**src/shared/flash_ctrl_map.svh**
```systemverilog
// Register indices, command codes, status codes and timing constants.
`ifndef FLASH_CTRL_MAP_SVH
`define FLASH_CTRL_MAP_SVH
// Register indices; the byte address is four times the index.
`define IDX_COMMAND 12'h0FF8
`define IDX_PAGE_SELECT 12'h0FF9
`define IDX_CLOCK_KHZ_HI 12'h0FFA
`define IDX_CLOCK_KHZ_LO 12'h0FFB
`define IDX_PROG_ADDR 12'h0FFC
`define IDX_PROG_DATA 12'h0FFD
// Command codes.
`define CMD_UNLOCK_FIRST 8'h73
`define CMD_UNLOCK_SECOND 8'h8C
`define CMD_PAGE_ERASE 8'h95
`define CMD_MASS_ERASE 8'h63
`define CMD_SECTOR_ACCESS 8'h5E
// Controller state codes.
`define STAT_LOCKED 6'h00
`define STAT_FIRST 6'h01
`define STAT_SECOND 6'h02
`define STAT_UNLOCKED 6'h03
`define STAT_SECTOR 6'h04
`define STAT_PROG 6'h08
`define STAT_PAGE_ERASE 6'h10
`define STAT_MASS_ERASE 6'h20
// Reset values.
`define RST_BYTE 8'h00
`define RST_KHZ 16'h0000
`define ERASED_BYTE 8'hFF
// Operation times in microseconds.
`define PROG_TIME_US 16'd40
`define PAGE_ERASE_TIME_US 16'd10000
`define MASS_ERASE_TIME_US 16'd20000
// Microseconds per millisecond, used with the kHz clock value.
`define US_PER_MS 17'd1000
`endif

```
**src/shared/flash_ctrl_pkg.sv**
```systemverilog
// Types shared by the flash program and erase controller.
package flash_ctrl_pkg;
    typedef enum logic [7:0] {
        ST_LOCKED = 8'b0000_0001,
        ST_FIRST = 8'b0000_0010,
        ST_SECOND = 8'b0000_0100,
        ST_UNLOCKED = 8'b0000_1000,
        ST_SECTOR = 8'b0001_0000,
        ST_PROG = 8'b0010_0000,
        ST_PAGE_ERASE = 8'b0100_0000,
        ST_MASS_ERASE = 8'b1000_0000
    } ctrl_state_t;
endpackage : flash_ctrl_pkg

```
**src/rtl/flash_ctrl.sv**
```systemverilog
// Flash program and erase controller with a classic Wishbone slave.
//
// The register offsets and the Wishbone slave port were decided locally.
`timescale 1ns/1ns
`include "flash_ctrl_map.svh"
module flash_ctrl
    import flash_ctrl_pkg::*;
#(
    parameter logic [15:0] PAGE_ERASE_US = `PAGE_ERASE_TIME_US,
    parameter logic [15:0] MASS_ERASE_US = `MASS_ERASE_TIME_US
) (
    // Clock and reset
    input wire logic i_clock,
    input wire logic i_reset,
    // Wishbone slave
    input wire logic i_wb_cyc,
    input wire logic i_wb_stb,
    input wire logic i_wb_we,
    input wire logic [13:0] i_wb_adr,
    input wire logic [3:0] i_wb_sel,
    input wire logic [31:0] i_wb_dat,
    output logic [31:0] o_wb_dat,
    output logic o_wb_ack,
    // Access qualifier and option bits
    input wire logic i_debug_access,
    input wire logic i_read_protect_option,
    input wire logic i_write_protect_option,
    input wire logic i_high_sector_write_lock_option,
    // Flash array
    output logic [12:0] o_flash_addr,
    output logic [7:0] o_flash_wdata,
    output logic o_flash_prog,
    output logic o_flash_page_erase,
    output logic o_flash_mass_erase,
    input wire logic [7:0] i_flash_rdata,
    // Processor hold
    output logic o_cpu_hold
);
    ctrl_state_t state_reg;
    logic ack_reg;
    logic [31:0] rdata_reg;
    logic [7:0] page_select_reg;
    logic [6:0] active_page_reg;
    logic [7:0] sector_lock_reg;
    logic [15:0] clock_khz_reg;
    logic [15:0] prog_addr_reg;
    logic [16:0] us_acc_reg;
    logic [15:0] us_left_reg;
    logic [12:0] flash_addr_reg;
    logic [7:0] flash_wdata_reg;
    logic prog_reg;
    logic page_erase_reg;
    logic mass_erase_reg;
    logic hold_reg;
    logic access;
    logic wr;
    logic rd;
    logic [11:0] idx;
    logic [7:0] wdata;
    logic cmd_wr;
    logic page_wr;
    logic data_wr;
    logic [16:0] us_acc_next;
    logic us_tick;
    logic user_write_ok;
    logic page_erase_ok;
    logic prog_ok;
    logic [5:0] status_code;

    assign access = i_wb_cyc & i_wb_stb & ~ack_reg;
    assign wr = access & i_wb_we & i_wb_sel[0];
    assign rd = access & ~i_wb_we;
    assign idx = i_wb_adr[13:2];
    assign wdata = i_wb_dat[7:0];
    assign cmd_wr = wr & (idx == `IDX_COMMAND);
    assign page_wr = wr & (idx == `IDX_PAGE_SELECT);
    assign data_wr = wr & (idx == `IDX_PROG_DATA);

    // The high-sector option is never used; of the option bits only the write option gates user writes.
    assign user_write_ok = i_write_protect_option;
    assign page_erase_ok = i_debug_access | (user_write_ok
        & ~sector_lock_reg[active_page_reg[3:1]]);
    assign prog_ok = i_debug_access | (user_write_ok
        & (prog_addr_reg[15:9] == active_page_reg)
        & ~sector_lock_reg[prog_addr_reg[12:10]]);

    always_comb begin
        unique case (state_reg)
            ST_LOCKED: status_code = `STAT_LOCKED;
            ST_FIRST: status_code = `STAT_FIRST;
            ST_SECOND: status_code = `STAT_SECOND;
            ST_UNLOCKED: status_code = `STAT_UNLOCKED;
            ST_SECTOR: status_code = `STAT_SECTOR;
            ST_PROG: status_code = `STAT_PROG;
            ST_PAGE_ERASE: status_code = `STAT_PAGE_ERASE;
            ST_MASS_ERASE: status_code = `STAT_MASS_ERASE;
            default: status_code = `STAT_LOCKED;
        endcase
    end

    // Bus answer: one wait state, unmapped reads return zero.
    always_ff @(posedge i_clock) begin
        if (i_reset) begin
            ack_reg <= 1'b0;
            rdata_reg <= 32'h0000_0000;
        end else begin
            ack_reg <= access;
            if (rd) begin
                rdata_reg <= 32'h0000_0000;
                unique case (idx)
                    `IDX_COMMAND: rdata_reg[5:0] <= status_code;
                    `IDX_PAGE_SELECT: rdata_reg[7:0] <= (state_reg ==
                        ST_SECTOR) ? sector_lock_reg : page_select_reg;
                    `IDX_CLOCK_KHZ_HI: rdata_reg[7:0] <= clock_khz_reg[15:8];
                    `IDX_CLOCK_KHZ_LO: rdata_reg[7:0] <= clock_khz_reg[7:0];
                    `IDX_PROG_ADDR: rdata_reg[15:0] <= prog_addr_reg;
                    `IDX_PROG_DATA: begin
                        if (!(i_debug_access && i_read_protect_option)) begin
                            rdata_reg[7:0] <= i_flash_rdata;
                        end
                    end
                    default: rdata_reg <= 32'h0000_0000;
                endcase
            end
        end
    end

    // Clock value and program address registers.
    always_ff @(posedge i_clock) begin
        if (i_reset) begin
            clock_khz_reg <= `RST_KHZ;
            prog_addr_reg <= {`RST_BYTE, `RST_BYTE};
        end else if (wr) begin
            if (idx == `IDX_CLOCK_KHZ_HI) begin
                clock_khz_reg[15:8] <= wdata;
            end
            if (idx == `IDX_CLOCK_KHZ_LO) begin
                clock_khz_reg[7:0] <= wdata;
            end
            if (idx == `IDX_PROG_ADDR) begin
                prog_addr_reg <= i_wb_dat[15:0];
            end
        end
    end

    // Microsecond tick from the kHz value; below 1 MHz one tick per cycle
    // is the most, so operations only ever run longer than asked.
    // The accumulator is then cleared on each tick so that it cannot wrap.
    assign us_acc_next = us_acc_reg + `US_PER_MS;
    assign us_tick = (us_acc_next >= {1'b0, clock_khz_reg});

    always_ff @(posedge i_clock) begin
        if (i_reset) begin
            us_acc_reg <= 17'h0_0000;
        end else if (us_tick && {1'b0, clock_khz_reg} < `US_PER_MS) begin
            us_acc_reg <= 17'h0_0000;
        end else if (us_tick) begin
            us_acc_reg <= us_acc_next - {1'b0, clock_khz_reg};
        end else begin
            us_acc_reg <= us_acc_next;
        end
    end

    // Controller sequence, protection and flash strobes.
    always_ff @(posedge i_clock) begin
        if (i_reset) begin
            state_reg <= ST_LOCKED;
            page_select_reg <= `RST_BYTE;
            active_page_reg <= 7'h00;
            sector_lock_reg <= `RST_BYTE;
            us_left_reg <= 16'h0000;
            flash_addr_reg <= 13'h0000;
            flash_wdata_reg <= `ERASED_BYTE;
            prog_reg <= 1'b0;
            page_erase_reg <= 1'b0;
            mass_erase_reg <= 1'b0;
            hold_reg <= 1'b0;
        end else begin
            unique case (state_reg)
                ST_LOCKED: begin
                    if (cmd_wr && wdata == `CMD_UNLOCK_FIRST) begin
                        state_reg <= ST_FIRST;
                    end
                    if (page_wr) begin
                        page_select_reg <= wdata;
                    end
                end
                ST_FIRST: begin
                    if (cmd_wr) begin
                        if (wdata == `CMD_UNLOCK_SECOND
                            && i_debug_access) begin
                            state_reg <= ST_UNLOCKED;
                            active_page_reg <= page_select_reg[6:0];
                        end else if (wdata == `CMD_UNLOCK_SECOND) begin
                            state_reg <= ST_SECOND;
                        end else if (wdata == `CMD_SECTOR_ACCESS) begin
                            state_reg <= ST_SECTOR;
                        end else begin
                            state_reg <= ST_LOCKED;
                        end
                    end else if (page_wr) begin
                        page_select_reg <= wdata;
                    end
                end
                ST_SECOND: begin
                    if (cmd_wr) begin
                        state_reg <= ST_LOCKED;
                    end else if (page_wr && wdata == page_select_reg) begin
                        state_reg <= ST_UNLOCKED;
                        active_page_reg <= wdata[6:0];
                    end else if (page_wr) begin
                        state_reg <= ST_LOCKED;
                        page_select_reg <= wdata;
                    end
                end
                ST_SECTOR: begin
                    if (page_wr) begin
                        sector_lock_reg <= i_debug_access ? wdata
                            : (sector_lock_reg | wdata);
                        state_reg <= ST_LOCKED;
                    end else if (cmd_wr) begin
                        state_reg <= ST_LOCKED;
                    end
                end
                ST_UNLOCKED: begin
                    if (cmd_wr) begin
                        if (wdata == `CMD_PAGE_ERASE && page_erase_ok) begin
                            state_reg <= ST_PAGE_ERASE;
                            page_erase_reg <= 1'b1;
                            hold_reg <= 1'b1;
                            flash_addr_reg <= {active_page_reg[3:0], 9'h000};
                            us_left_reg <= PAGE_ERASE_US;
                        end else if (wdata == `CMD_MASS_ERASE
                            && i_debug_access) begin
                            state_reg <= ST_MASS_ERASE;
                            mass_erase_reg <= 1'b1;
                            hold_reg <= 1'b1;
                            us_left_reg <= MASS_ERASE_US;
                        end else begin
                            state_reg <= ST_LOCKED;
                        end
                    end else if (page_wr && i_debug_access) begin
                        page_select_reg <= wdata;
                        active_page_reg <= wdata[6:0];
                    end else if (data_wr && prog_ok) begin
                        state_reg <= ST_PROG;
                        prog_reg <= 1'b1;
                        hold_reg <= 1'b1;
                        flash_addr_reg <= prog_addr_reg[12:0];
                        // The array only pulls bits low; ones are left alone.
                        flash_wdata_reg <= wdata;
                        us_left_reg <= `PROG_TIME_US;
                    end
                end
                ST_PROG, ST_PAGE_ERASE, ST_MASS_ERASE: begin
                    if (us_tick && us_left_reg != 16'h0000) begin
                        us_left_reg <= us_left_reg - 16'h0001;
                    end
                    if (us_left_reg == 16'h0000) begin
                        prog_reg <= 1'b0;
                        page_erase_reg <= 1'b0;
                        mass_erase_reg <= 1'b0;
                        hold_reg <= 1'b0;
                        flash_wdata_reg <= `ERASED_BYTE;
                        // The page stays open after a byte; erases relock.
                        state_reg <= (state_reg == ST_PROG) ? ST_UNLOCKED
                            : ST_LOCKED;
                    end
                end
                default: state_reg <= ST_LOCKED;
            endcase
        end
    end

    assign o_wb_ack = ack_reg;
    assign o_wb_dat = rdata_reg;
    assign o_flash_addr = flash_addr_reg;
    assign o_flash_wdata = flash_wdata_reg;
    assign o_flash_prog = prog_reg;
    assign o_flash_page_erase = page_erase_reg;
    assign o_flash_mass_erase = mass_erase_reg;
    assign o_cpu_hold = hold_reg;
endmodule : flash_ctrl

```
**config.mk**
```make
export PLATFORM = sky130hd
export DESIGN_NAME = flash_ctrl
export DESIGN_NICKNAME = d
export VERILOG_FILES = /design/src/shared/flash_ctrl_pkg.sv /design/src/rtl/flash_ctrl.sv
export VERILOG_INCLUDE_DIRS = /design/src /design/src/shared
export SDC_FILE = /design/constraint.sdc
export NUM_CORES = 1
export LEC_CHECK = 0
export BUFFER_PORTS_ARGS = -buffer_cell sky130_fd_sc_hd__buf_2
export CAP_MARGIN = 40
export CORE_ASPECT_RATIO = 0.75
export CORE_MARGIN = 2
export CORE_UTILIZATION = 55
export DETAILED_ROUTE_END_ITERATION = 8
export PLACE_DENSITY = 0.84
export SYNTH_ARGS = -nofsm -noshare
export SYNTH_HDL_FRONTEND = slang
export SYNTH_SLANG_ARGS = --single-unit
```
**constraint.sdc**
```tcl
create_clock -name i_clock -period 4.2 [get_ports i_clock]
set_input_delay 0.21 -clock i_clock [delete_from_list [all_inputs] [get_ports i_clock]]
set_output_delay 0.21 -clock i_clock [all_outputs]
set_load 0.02 [all_outputs]
```
==> metrics <==
Final min period 3970 ps; CTS H-tree depth 4; Final Cell Area 0.00899 mm^2; CP Cell Sequence or4_1, or3_1, nand4_1, nor2_1, xor2_1, ha_1, o2111ai_1, a21oi_1, a211oi_1, a21bo_2, o21ai_1, a2111oi_0, xnor2_1, nor3_1; WP data arrival 4250 ps; static leakage 0.00372 uW; layout cells sized above 1 0.159; dominant synthesized flop cell dfxtp_1; area of the multi-input gates 0.00471 mm^2; clk root buf clkbuf_16; Max Freq 252 MHz; CTS sink count 138; skew final 8.51 ps; VDD IR max 0.000458 V; TritonCTS clock tree done; Required @ worst endpoint 4480 ps; largest net degree at the start of global routing 85; crit path kind reg -> reg; worst slew pin tran 892 ps; number of global-route vias before repair 7390; slowest stage cell, crit path a2111oi_0; Max Cap Viol 0; synthesized cell area 0.00784 mm^2; Starting Density 0.566; CP top delay family compound AO/OA/AOI/OAI gates; drt first pass iters 6; clk_lat worst skew 440 ps; CP Launch Type register; # nets final 1166; status finished clean; Min-Delay Path Class in -> reg; register area 0.00276 mm^2; Worst-path clk slew 70 ps; critical path capture point type register; Mapped Cells 1012; Slowest Stage Delay on Critical Path 630 ps; die width 142 um; Max-slew headroom 0.405; async set-reset flop share out of synthesis 0; Clock Tree Buf Depth 2; Slew Viols, Final 0; Core Area 0.0138 mm^2; Detail Placement HPWL 16800 um; Yosys reg bits 138; via count 7998; GPL Wtd Cong 1.03; GRT overflow 0; I/O Pins 125; Max Fanout on Critical Path 6; Antenna Cells 0; unrepaired setup endpoints after global routing false; Synth cell types 75; Area Growth Syn to Fin 14.6%; Routed WL per cell 18.9 um; DR iter-0 viols 1075; filler instances 1128; final hold vios 0; post-layout util 0.649; final setup TNS 0 ps; Synth Area per Inst 7.75 um^2; pwr dens 536 mW/mm^2; first-pass GRT wire length 38200 um; site row count 37; DRC Markers 0; WL final 23900 um; total CTS buffers 17; Area after DPL 0.00836 mm^2; sequential share of the synthesized area 0.352; die height 107 um; die footprint 0.0152 mm^2; initial antenna violation count 0; max FFs per register 17; Syn. warnings 0; Post-synth EDFFs 0; average via count per standard cell 6.31; Final Cycle Share 0.946; # setup viols final 0; Total Routing Usage GR 0.321; # port buffers 86; remaining antenna violation count 0; WP buf/inv 0
where the power goes:
group          internal, uW  switching (uW)  total (uW)
combinational           682            1100        1790
sequential             1370            57.5        1430
clock                   913             691        1600
cells by family after synthesis:
group	after synthesis	synth area share
other	1	0.000478
multiplexers	47	0.0677
adder cells (fa/ha/maj)	19	0.0313
AO/OA/AOI/OAI	234	0.183
flip-flops	138	0.352
buffers and inverters	98	0.0560
AND/OR/NAND/NOR	433	0.262
XOR/XNOR	42	0.0469
area by class of cell:
cell class,instances,area share
Multi-Input combinational cell,791,0.524
Sequential cell,138,0.307
Tap cell,175,0.0244
Timing Repair Buffer,105,0.0642
Clock buffer,17,0.0473
Inverter,27,0.0113
Clock inverter,15,0.0217
metrics by stage:
stage	total power [uW]	setup WS, ps	cells	hold WS [ps]
floorplan	2770	670	1027	350
global placement	3160	409	1232	437
detailed placement	3180	322	1235	443
CTS	4770	285	1267	7.26
global route	5110	2.30	1268	16.8
finish	4820	228	1268	11.2
Yosys cell counts (9+ instances only):
master | count | area [um^2]
or2_2 | 9 | 56.3
nor2b_1 | 9 | 56.3
a211oi_1 | 11 | 82.6
a21oi_1 | 109 | 546
clkbuf_1 | 51 | 191
ha_1 | 18 | 225
xor2_1 | 24 | 210
nand2b_1 | 10 | 62.6
nor3_1 | 40 | 200
dfxtp_1 | 138 | 2760
nor2_1 | 92 | 345
o21ai_0 | 39 | 195
buf_4 | 16 | 120
inv_1 | 27 | 101
nand3_1 | 45 | 225
nand2_1 | 161 | 604
xnor2_1 | 18 | 158
nor4_1 | 15 | 93.8
mux2i_1 | 35 | 350
cell usage in the layout (no fill, tap or decap), types with 24 or more instances in the layout:
cell type and count:
nand2_1 161, dfxtp_1 138, o21ai_0 39, xor2_1 24, mux2i_1 35, buf_2 86
nor2_1 92, nor3_1 39, nand3_1 45, inv_1 27, a21oi_1 109
routing by layer:
metal	global-route usage	vias up	wire length [um]
met4	0.109	0	543
met3	0.0796	67	2940
met5	0	-	0
met1	0.464	3769	10300
li1	-	3692	-
met2	0.465	470	10200
path summary, 6_finish.rpt:
path                  from                end  slack [ps]  cells after the start
max reg2reg  us_acc_reg[7]    us_left_reg[12]         230                     14
min           i_wb_dat[10]  prog_addr_reg[10]          10                      3
min reg2reg   o_wb_dat[13]       o_wb_dat[13]         450                      2
max          us_acc_reg[7]    us_left_reg[12]         230                     14
worst reg2reg max path, cell delays in order (launching register included):
cell and delay, ps:
dfxtp_1 340, or4_1 520, or3_1 380, nand4_1 160, nor2_1 80, xor2_1 170
ha_1 370, o2111ai_1 200, a21oi_1 170, a211oi_1 70, a21bo_2 290, o21ai_1 180
a2111oi_0 630, xnor2_1 210, nor3_1 70
timing repair:
| action | CTS | global route |
|---|---|---|
| hold buffers | 0 | 0 |
| gates resized for setup | 0 | 1 |
| buffers inserted | 0 | 0 |
| setup endpoints to repair | 0 | 1 |
Power figures use the tool's default switching activity.
